$ cat src/uar_pkg.sv
/*
 * Shared constants and types for the UART receive address filter.
 * Assumes the receiver core hands over complete 9-bit frames.
 */
package uar_pkg;

	// ----------------------------------------------------------------
	// Frame modes of the serial port
	// ----------------------------------------------------------------
	localparam logic [1:0] UAR_MODE_SHIFT = 2'h0; // Shift-register mode
	localparam logic [1:0] UAR_MODE_8VAR  = 2'h1; // 8-bit variable rate
	localparam logic [1:0] UAR_MODE_9FIX  = 2'h2; // 9-bit fixed rate
	localparam logic [1:0] UAR_MODE_9VAR  = 2'h3; // 9-bit variable rate

	// ----------------------------------------------------------------
	// Reset values and sizes
	// ----------------------------------------------------------------
	localparam logic [7:0] UAR_ADDR_RESET = 8'h00;
	localparam logic [7:0] UAR_MASK_RESET = 8'h00;
	localparam int         UAR_FIFO_DEPTH = 32;

	// Received frame: eight data bits plus the ninth bit
	typedef struct packed {
		logic       ninth;
		logic [7:0] data;
	} uar_frame_t;

	localparam int UAR_FRAME_W = $bits(uar_frame_t);

endpackage

$ cat src/uar_fifo.sv
/*
 * Synchronous FIFO with valid/ready on both sides.
 * Assumes a single clock and a synchronous active-high reset.
 */
`timescale 1ns/10ps
`default_nettype none

module uar_fifo #(
	parameter int WIDTH = 9,
	parameter int DEPTH = 32
) (
	input  wire logic             i_clk,
	input  wire logic             i_reset,
	input  wire logic             i_in_valid,
	input  wire logic [WIDTH-1:0] i_in_data,
	output logic                  o_in_ready,
	output logic                  o_out_valid,
	output logic      [WIDTH-1:0] o_out_data,
	input  wire logic             i_out_ready
);
	localparam int AW = $clog2(DEPTH);

	logic [WIDTH-1:0] mem [DEPTH];
	logic [AW-1:0]    wr_ptr;
	logic [AW-1:0]    rd_ptr;
	logic [AW:0]      count;
	logic             push;
	logic             pop;

	// Full and empty come from the count flop, never from the inputs
	assign o_in_ready  = (count != (AW+1)'(DEPTH));
	assign o_out_valid = (count != '0);
	assign o_out_data  = mem[rd_ptr];
	assign push        = i_in_valid & o_in_ready;
	assign pop         = o_out_valid & i_out_ready;

	// ----------------------------------------------------------------
	// Storage
	// ----------------------------------------------------------------
	// No reset on the array: contents are only read once written
	always_ff @(posedge i_clk)
	begin
		if (push)
			mem[wr_ptr] <= i_in_data;
	end

	// Pointers wrap at DEPTH, which need not be a power of two
	always_ff @(posedge i_clk)
	begin
		if (i_reset)
		begin
			wr_ptr <= '0;
			rd_ptr <= '0;
		end
		else
		begin
			if (push)
				wr_ptr <= (wr_ptr == AW'(DEPTH-1)) ? '0 : wr_ptr + 1'b1;
			if (pop)
				rd_ptr <= (rd_ptr == AW'(DEPTH-1)) ? '0 : rd_ptr + 1'b1;
		end
	end

	// Occupancy
	always_ff @(posedge i_clk)
	begin
		if (i_reset)
			count <= '0;
		else if (push && !pop)
			count <= count + 1'b1;
		else if (pop && !push)
			count <= count - 1'b1;
	end

endmodule
`default_nettype wire

$ cat src/uar_addr_filter.sv
/*
 * Receive address filter for the 9-bit UART modes, with a FIFO that
 * holds the frames that pass. Assumes the receiver core presents each
 * frame as a one-cycle valid with data and ninth bit already sampled,
 * and holds it off while o_frame_ready is low.
 */
//
// Summary of operation
// - Compare addresses only while filter enable set; the hit flags still update on every frame taken, enable or not
// - 9-bit modes: flag only on given/broadcast match
// - Ninth bit one marks an address byte
// - Given compare uses only mask-one positions
// - Broadcast is own OR mask, zeros don't-care
// - Reset clears own address and mask
// - C0/FD example: C0/C2 accepted, C1/C3 rejected, FD/FF pass as broadcast
// - Ninth bit kept in readable flag
// - Enable ignored in shift mode, zero in 8-bit
`timescale 1ns/10ps
`default_nettype none

module uar_addr_filter
	import uar_pkg::*;
#(
	parameter int DEPTH = UAR_FIFO_DEPTH
) (
	input  wire logic       i_clk,
	input  wire logic       i_reset,
	input  wire logic [1:0] i_mode,
	input  wire logic       i_multiproc_filter_enable,
	input  wire logic       i_addr_write,
	input  wire logic [7:0] i_own_station_address,
	input  wire logic [7:0] i_station_address_mask,
	input  wire logic       i_frame_valid,
	input  wire uar_frame_t i_frame,
	output logic            o_frame_ready,
	input  wire logic       i_receive_flag_clear,
	output logic            o_receive_flag,
	output logic            o_received_ninth_bit,
	output logic            o_given_hit,
	output logic            o_broadcast_hit,
	output logic            o_rd_valid,
	output uar_frame_t      o_rd_frame,
	input  wire logic       i_rd_ready
);

	// ----------------------------------------------------------------
	// Helpers
	// ----------------------------------------------------------------
	// True when value equals ref on every position where care is one
	function automatic logic masked_eq(input logic [7:0] value,
	                                   input logic [7:0] ref_val,
	                                   input logic [7:0] care);
		masked_eq = (((value ^ ref_val) & care) == 8'h00);
	endfunction

	logic [7:0]      own_station_address;
	logic [7:0]      station_address_mask;
	logic [7:0]      broadcast;
	logic            nine_bit_mode;
	logic            filtering;
	logic            given_match;
	logic            bcast_match;
	logic            accept;
	logic            take;
	logic            push;
	logic            fifo_in_ready;
	logic [UAR_FRAME_W-1:0] fifo_out;

	// ----------------------------------------------------------------
	// Address registers
	// ----------------------------------------------------------------
	// Zero after reset makes every bit don't-care, so all addresses pass
	always_ff @(posedge i_clk)
	begin
		if (i_reset)
		begin
			own_station_address  <= UAR_ADDR_RESET;
			station_address_mask <= UAR_MASK_RESET;
		end
		else if (i_addr_write)
		begin
			own_station_address  <= i_own_station_address;
			station_address_mask <= i_station_address_mask;
		end
	end

	// ----------------------------------------------------------------
	// Match decision
	// ----------------------------------------------------------------
	// Enable has no effect outside the 9-bit modes; software keeps it
	// low in the 8-bit mode, so both non-9-bit modes simply bypass.
	assign nine_bit_mode = (i_mode == UAR_MODE_9FIX) ||
	                       (i_mode == UAR_MODE_9VAR);
	assign filtering     = nine_bit_mode & i_multiproc_filter_enable;
	assign broadcast     = own_station_address | station_address_mask;
	assign given_match   = masked_eq(i_frame.data, own_station_address,
	                                 station_address_mask);
	assign bcast_match   = masked_eq(i_frame.data, broadcast, broadcast);

	// Frame arrives with its ninth bit already sampled, so the compare
	// runs on complete data; data bytes never pass while filtering
	assign accept = !filtering ||
	                (i_frame.ninth && (given_match || bcast_match));
	assign take   = i_frame_valid & o_frame_ready;
	assign push   = take & accept;

	// ----------------------------------------------------------------
	// Status flags
	// ----------------------------------------------------------------
	// A new frame in the cycle of a clear keeps the flag set
	always_ff @(posedge i_clk)
	begin
		if (i_reset)
			o_receive_flag <= 1'b0;
		else if (push)
			o_receive_flag <= 1'b1;
		else if (i_receive_flag_clear)
			o_receive_flag <= 1'b0;
	end

	// Ninth bit is only meaningful in the 9-bit modes
	always_ff @(posedge i_clk)
	begin
		if (i_reset)
			o_received_ninth_bit <= 1'b0;
		else if (push && nine_bit_mode)
			o_received_ninth_bit <= i_frame.ninth;
	end

	// Match results of the last frame, for software diagnosis
	always_ff @(posedge i_clk)
	begin
		if (i_reset)
		begin
			o_given_hit     <= 1'b0;
			o_broadcast_hit <= 1'b0;
		end
		else if (take)
		begin
			o_given_hit     <= i_frame.ninth & given_match;
			o_broadcast_hit <= i_frame.ninth & bcast_match;
		end
	end

	// ----------------------------------------------------------------
	// Frame buffer
	// ----------------------------------------------------------------
	// Ready stalls the receiver core when software falls behind
	uar_fifo #(
		.WIDTH (UAR_FRAME_W),
		.DEPTH (DEPTH)
	) u_fifo (
		.i_clk       (i_clk),
		.i_reset     (i_reset),
		.i_in_valid  (push),
		.i_in_data   (i_frame),
		.o_in_ready  (fifo_in_ready),
		.o_out_valid (o_rd_valid),
		.o_out_data  (fifo_out),
		.i_out_ready (i_rd_ready)
	);

	assign o_frame_ready = fifo_in_ready;
	assign o_rd_frame    = uar_frame_t'(fifo_out);

	// ----------------------------------------------------------------
	// Checks
	// ----------------------------------------------------------------
	chk_enable_gates: assert property (@(posedge i_clk) disable iff (i_reset)
		take && !i_multiproc_filter_enable && !i_frame.ninth |=> o_receive_flag)
		else $error("frame lost with filtering off");

	chk_flag_on_match: assert property (@(posedge i_clk) disable iff (i_reset)
		take && filtering && i_frame.ninth && (given_match || bcast_match)
		|=> o_receive_flag && $past(o_rd_valid || push))
		else $error("matching address did not raise flag");

	chk_data_suppressed: assert property (@(posedge i_clk) disable iff (i_reset)
		take && filtering && !i_frame.ninth |-> !push)
		else $error("data byte passed while filtering");

	chk_given_compare: assert property (@(posedge i_clk) disable iff (i_reset)
		given_match == (&(~station_address_mask |
		                ~(i_frame.data ^ own_station_address))))
		else $error("given compare wrong");

	chk_broadcast_form: assert property (@(posedge i_clk) disable iff (i_reset)
		bcast_match == (&(~(own_station_address | station_address_mask) |
		                i_frame.data)))
		else $error("broadcast compare wrong");

	chk_reset_clears: assert property (@(posedge i_clk)
		$past(i_reset) |-> own_station_address == 8'h00 &&
		station_address_mask == 8'h00 && !o_receive_flag)
		else $error("address or mask not cleared by reset");

	chk_example_slave: assert property (@(posedge i_clk) disable iff (i_reset)
		take && filtering && i_frame.ninth && own_station_address == 8'hC0 &&
		station_address_mask == 8'hFD && i_frame.data[7:2] == 6'h30
		|-> push == !i_frame.data[0])
		else $error("example address decision wrong");

	chk_ninth_stored: assert property (@(posedge i_clk) disable iff (i_reset)
		push && nine_bit_mode |=> o_received_ninth_bit == $past(i_frame.ninth))
		else $error("ninth bit not stored");

	chk_shift_bypass: assert property (@(posedge i_clk) disable iff (i_reset)
		take && i_mode == UAR_MODE_SHIFT |-> push)
		else $error("shift mode frame filtered");

	chk_set_wins: assert property (@(posedge i_clk) disable iff (i_reset)
		push && i_receive_flag_clear |=> o_receive_flag ##1
		(o_receive_flag || $past(i_receive_flag_clear)))
		else $error("flag lost against clear");

	chk_clear_drops: assert property (@(posedge i_clk) disable iff (i_reset)
		i_receive_flag_clear && !push |=> !o_receive_flag)
		else $error("flag not cleared");

	chk_data_no_hit: assert property (@(posedge i_clk) disable iff (i_reset)
		take && !i_frame.ninth |=> !o_given_hit && !o_broadcast_hit)
		else $error("data byte reported as address hit");

endmodule
`default_nettype wire

$ cat config.mk
export PLATFORM = sky130hd
export DESIGN_NAME = uar_addr_filter
export DESIGN_NICKNAME = d
export VERILOG_FILES = /design/src/uar_pkg.sv /design/src/uar_fifo.sv /design/src/uar_addr_filter.sv
export SDC_FILE = /design/constraint.sdc
export NUM_CORES = 1
export LEC_CHECK = 0
export BUFFER_PORTS_ARGS = -buffer_cell sky130_fd_sc_hd__buf_4
export CAP_MARGIN = 20
export CELL_PAD_IN_SITES_DETAIL_PLACEMENT = 0
export CELL_PAD_IN_SITES_GLOBAL_PLACEMENT = 1
export CORE_ASPECT_RATIO = 1.4
export CORE_UTILIZATION = 46
export DETAILED_ROUTE_END_ITERATION = 16
export PLACE_DENSITY = 0.77
export SYNTH_ARGS = -nofsm -noshare
export SYNTH_HDL_FRONTEND = slang
export SYNTH_SLANG_ARGS = --single-unit
$ cat constraint.sdc
create_clock -name i_clk -period 3.9 [get_ports i_clk]
set_clock_uncertainty 0.2 [all_clocks]
set_input_delay 0.195 -clock i_clk [delete_from_list [all_inputs] [get_ports i_clk]]
set_output_delay 0.195 -clock i_clk [all_outputs]
set_load 0.05 [all_outputs]
## After elaboration in Yosys (flattened, before gate mapping)

Memories as Yosys holds them, arrays and structs flattened. A register that Yosys moved wholly into a read port is not among the register bits.
Index checks and enable logic that the tools add are counted.

- Bits in writable memories: 288
- Input bits: 34
- Output and inout port bits: 15
- Flip-flop bits (word level): 36
- Memories kept: 1
- Logic and storage cells: 56

- Muxes and demuxes: 10
- Add/sub/neg operators: 4
- Bitwise logic cells: 12
- Eq/ne operators: 5
- Reduce and logical (&&, ||, !) cells: 15

Memories:

| memory | depth | bits a word | read ports | clocked after Yosys merged registers in | write ports | line | text |
|---|---|---|---|---|---|---|---|
| u_fifo.mem | 32 | 9 | 1 | 1 | 1 | uar_fifo.sv:23 | `logic [WIDTH-1:0] mem [DEPTH];` |

Operators by type and width:

| cell | number |
|---|---|
| $mux 5 | 4 |
| $and 8x8->8 | 2 |
| $logic_not 8->1 | 2 |
| $xor 8x8->8 | 2 |
| $mux 6 | 2 |
| $add 5x1->5 const B | 2 |
| $eq 5x5->1 const B | 2 |
| $or 8x8->8 | 1 |
| $and 1x1->1 | 7 |
| $add 6x1->6 const B | 1 |
| $ne 6x6->1 const B | 1 |
| $reduce_bool 6->1 | 1 |
| $sub 6x1->6 const B | 1 |
| $eq 2x2->1 const B | 2 |
| $logic_and 1x1->1 | 4 |
| $mux 1 | 4 |
| $reduce_bool 2->1 | 2 |
| $logic_not 1->1 | 3 |
| $logic_or 1x1->1 | 3 |

## Depth between registers and ports, before layout

- Word-level depth: 13
- Mapped depth: 15
- Depth with buffers taken out: 14

## By module

A second synthesis with hierarchy kept.

- Cells, all modules: 785
- Area total of the unflattened synthesis: 13246.5 um^2

By module, submodules not included:

| module | area an instance (um^2) | sequential area each (um^2) | cells each | times used |
|---|---|---|---|---|
| uar_fifo | 12321.8 | 9068.7 | 687 | 1 |
| uar_addr_filter | 924.6 | 400.4 | 98 | 1 |

## Worst setup path before layout

No wires, ideal clock.

- Path kind: flip-flop to flip-flop
- From: reg u_fifo.count[0]
- To: reg u_fifo.count[5]
- Buffers on the path: 1
- Cell stages (with the launch flop): 16
- Period minus slack after synthesis: 3.607 ns
- Arrival: 3.282 ns
- Setup slack: 0.293 ns
- Required time: 3.575 ns
- Library setup time: 0.125 ns
- Cells stage by stage: dfxtp_1 > nor4_1 > nand3b_1 > and2_1 > nand2_1 > nand2_1 > buf_2 > ha_1 > inv_1 > ha_1 > a21oi_1 > nand2_1 > a21o_1 > nand2_1 > o21bai_1 > nand3_1

- Cells in the longest elaborated chain, start to end: 7
- Elaborated cells on any way between the ends: 15
- Classes of those cells: add/sub: 2; eq/ne: 1; mux: 2; bitwise: 4; reduce/logical: 6

RTL lines:

| what | line | text |
|---|---|---|
| from (decl) | uar_fifo.sv:26 | `logic [AW:0] count;` |
| from (signal assigned) | uar_fifo.sv:70 | `count <= count + 1'b1;` |
| from (signal assigned) | uar_fifo.sv:72 | `count <= count - 1'b1;` |
| $ne 6x6->1 * | uar_fifo.sv:31 | `assign o_in_ready = (count != (AW+1)'(DEPTH));` |
| net o_frame_ready | uar_addr_filter.sv:35 | `output logic o_frame_ready,` |
| $and 1x1->1 | uar_addr_filter.sv:104 | `assign take = i_frame_valid & o_frame_ready;` |
| $and 1x1->1 | uar_addr_filter.sv:105 | `assign push = take & accept;` |
| $and 1x1->1 * | uar_fifo.sv:34 | `assign push = i_in_valid & o_in_ready;` |
| net u_fifo.push | uar_fifo.sv:27 | `logic push;` |
| $logic_not 1->1 | uar_fifo.sv:71 | `else if (pop && !push)` |
| $logic_and 1x1->1 | uar_fifo.sv:71 |  |
| $reduce_bool 2->1 (no source line) | - |  |

Mark *: on every way through the listed nets, which the timed path passes. The rest lies on a longest branch. The select of a mux whose other input is x is not followed.
A chain may end at the register's enable or synchronous reset.

==> metrics.md <==
| Metric | Value |
|---|---|
| Run status | finished, final reports clean |
| CP max stage cell | dfxtp_4 |
| DRT Pass-1 Iters | 4 |
| ANT cells | 0 |
| CP arrival | 3.20 ns |
| Largest net degree at the start of global routing | 73 |
| Finished Core Util | 0.5571 |
| GRT overflow | 0 |
| Row Count | 72 |
| Endpoint type of the worst setup path | output port |
| Worst Reg-to-Reg Cells | 14 |
| Clock latency on the worst-skew pair | 0.56 ns |
| Syn Nets | 730 |
| Post-CTS sizing | 0 |
| Final GP Congestion | 0.7665 |
| Vias per cell | 5.622 |
| Async SR Flop Fraction | 0 |
| Critical Path Sink | o_rd_frame[1] |
| Highest net fanout along the worst path | 26 |
| PD cells | 547.8 nW/um^2 |
| CTS tree | yes |
| Post-Syn Area per Cell | 19.32 sq um |
| EDFF count, synth | 288 |
| Worst-path clk slew | 0.07 ns |
| Vias in the first global route | 7330 |
| Worst Setup Start Kind | register |
| Detail Route Antenna Nets | 0 |
| Die area | 29340 sq um |
| Die Ht | 202.3 microns |
| Yosys cell types | 44 |
| Htree depth | 1 |
| M3 GR Usage | 0.02483 |
| Worst reg2reg startpoint | u_fifo.count[0] |
| Synth Register Bits | 329 |
| Ys flop type | edfxtp_1 |
| Mapped Area | 13180 sq um |
| Layout cell share with drive strength beyond 1 | 0.2500 |
| Hold buffer count at cts | 67 |
| Reg2Reg Setup Slack | 0.55 ns |
| Ports | 49 |
| Nets | 857 |
| Kind of critical path | reg -> out |
| Drt drc | 0 |
| Hold_ws | 0.2784 ns |
| Wire per inst | 22.80 microns |
| Crit share post-route | 0.9215 |
| Final WL | 27410 microns |
| DRC violation total after the first TritonRoute iteration | 436 |
| Critical Path, Cell by Cell | buf_4 -> mux4_2 -> mux4_2 -> mux2_2 -> buf_4 |
| Max-cap violations | 0 |
| Reg-to-reg critical path endpoint | u_fifo.count[5] |
| Core area | 27930 sq um |
| Area grow syn2layout | 18.06% |
| Via count | 6758 |
| Synthesis Warnings | 0 |
| WP data required | 3.50 ns |
| Num Clock Sinks | 329 |
| Worst Hold Class | reg -> reg |
| Post-DP Area | 13980 sq um |
| Leakage | 0.005225 uW |
| Cell area after layout | 15560 sq um |
| Maximum root-to-sink buffer count | 3 |
| CTS Buf Count | 29 |
| Synthesized instance count | 682 |
| Antenna violations before repair | 0 |
| Gr usage total | 0.1954 |
| Met1 usage | 0.2382 |
| Slew margin rel. | 0.5659 |
| Setup Viol. Count Final | 0 |
| Max Clk Rate | 278.2 MHz |
| Setup bufs post-CTS | 0 |
| First-pass GRT wire length | 42660 microns |
| Count of final hold-check violations | 0 |
| M2 GR Usage | 0.3583 |
| Least-Margin Pin Slew | 0.6468 ns |
| Die width | 145.1 microns |
| IR drop worst, VDD | 404.3 uV |
| Port Buffers | 47 |
| Dpl hpwl | 16720 microns |
| Final setup TNS | 0 ns |
| Clock root cell | clkbuf_16 |
| Most used routing layer | met2 |
| Crit-path max cell delay | 0.72 ns |
| Final Max Tran Viols | 0 |
| RSZ-0062 raised after global routing | false |
| Min cycle time layout | 3.594 ns |
| Initial Util | 0.4719 |
| Post-synthesis sequential area ratio | 0.7185 |
## stage by stage
step | power [uW] | setup WS [ns] | cells
global route | 8835 | 0.1324 | 1202
floorplan | 5325 | 0.2928 | 682
detailed placement | 5818 | 0.4545 | 1081
finish | 8523 | 0.3060 | 1202
global placement | 5760 | 0.5361 | 1081
CTS | 8584 | 0.2259 | 1202
## power by group
| group | switching (uW) | internal, uW | total [uW] |
|---|---|---|---|
| Sequential | 119 | 3920 | 4040 |
| Combinational | 913 | 835 | 1750 |
| Clock | 1230 | 1510 | 2730 |
| Total | 2260 | 6270 | 8520 |
## critical path, delay by kind of cell, from the launching register on
kind,cells,cell delay [ns]
flip-flops,1,0.72
buffers and inverters,2,0.55
multiplexers,3,1.37
## cells in the final DEF, fill, tap and decap left out, types with 5 or more instances in the layout
cell type and instances:
mux2i_1 18, xor2_1 10, clkbuf_16 29, inv_1 8
nand3_1 8, clkbuf_1 6, clkinv_2 5, o21ai_0 6
nor3b_1 5, dfxtp_1 39, dlygate4sd3_1 67, mux2_2 9
buf_4 60, nand2_1 17, a21oi_1 18, and3_1 31
edfxtp_1 288, nor3_1 6, mux4_2 90, ha_1 13
nor2b_1 5, nor2_1 37, clkinv_1 5
## how the worst min path moves through the flow
stage | start | to | slack (ns) | cells past startpoint
after global routing | o_given_hit | o_given_hit | 0.29 | 2
after CTS | o_given_hit | o_given_hit | 0.27 | 2
after global placement | i_station_address_mask[7] | station_address_mask[7] | 0.23 | 3
after floorplan | i_frame[0] | u_fifo.mem[0][0] | 0.09 | 0
after detailed placement | i_station_address_mask[7] | station_address_mask[7] | 0.24 | 3
final | o_given_hit | o_given_hit | 0.28 | 2
## synth_stat cells (2+ instances only)
cell      instances  share of area
edfxtp_1        288           0.66
mux4_2           90           0.15
dfxtp_1          41          0.062
nor2_1           37          0.011
and3_1           31          0.015
a21oi_1          18         0.0068
mux2i_1          18          0.014
nand2_1          17         0.0048
clkbuf_1         14         0.0040
ha_1             13          0.012
xor2_1           10         0.0066
buf_1             9         0.0026
mux2_2            9         0.0077
inv_1             8         0.0023
nand3_1           8         0.0030
buf_4             6         0.0034
nor3_1            6         0.0023
o21ai_0           6         0.0023
nor2b_1           5         0.0024
nor3b_1           5         0.0028
a22oi_1           4         0.0023
nor4_1            4         0.0019
o21bai_1          4         0.0023
a31oi_1           3         0.0014
buf_2             3         0.0011
a21o_1            2         0.0011
and4_1            2         0.0013
o211ai_1          2         0.0011
o22ai_1           2        0.00095
or4_1             2         0.0011
xnor2_1           2         0.0013
## cell type report
| cell class | count | area, sq um |
|---|---|---|
| Inverter | 8 | 30.03 |
| Clock buffer | 35 | 748.2 |
| Tap cell | 370 | 462.9 |
| Fill cell | 2136 | 12370 |
| Multi-Input combinational cell | 312 | 3522 |
| Timing Repair Buffer | 129 | 1161 |
| Clock inverter | 19 | 160.2 |
| Sequential cell | 329 | 9474 |
## cells by family after synthesis
logic type,count (synthesis),synth area share
xor gates and xnor gates,12,0.007975
and+or+nand+nor,121,0.04728
buffers and inverters,41,0.01424
DFF,329,0.7185
AOI/OAI and AO/OA,48,0.02298
adders and majority gates,14,0.01386
muxes,117,0.1752
## routing by layer
metal,part of all wire,vias up
met3,0.040,39
li1,-,3031
met4,0.023,0
met5,0,-
met1,0.40,3529
met2,0.54,159
## registers in the layout (all words and copies together) (netlist names), named ones only
name / count
o_given_hit: 1
u_fifo.rd_ptr: 5
o_received_ninth_bit: 1
u_fifo.wr_ptr: 5
own_station_address: 8
station_address_mask: 8
u_fifo.count: 6
o_receive_flag: 1
u_fifo.mem: 288
o_broadcast_hit: 1
Power figures use the tool's default switching activity.
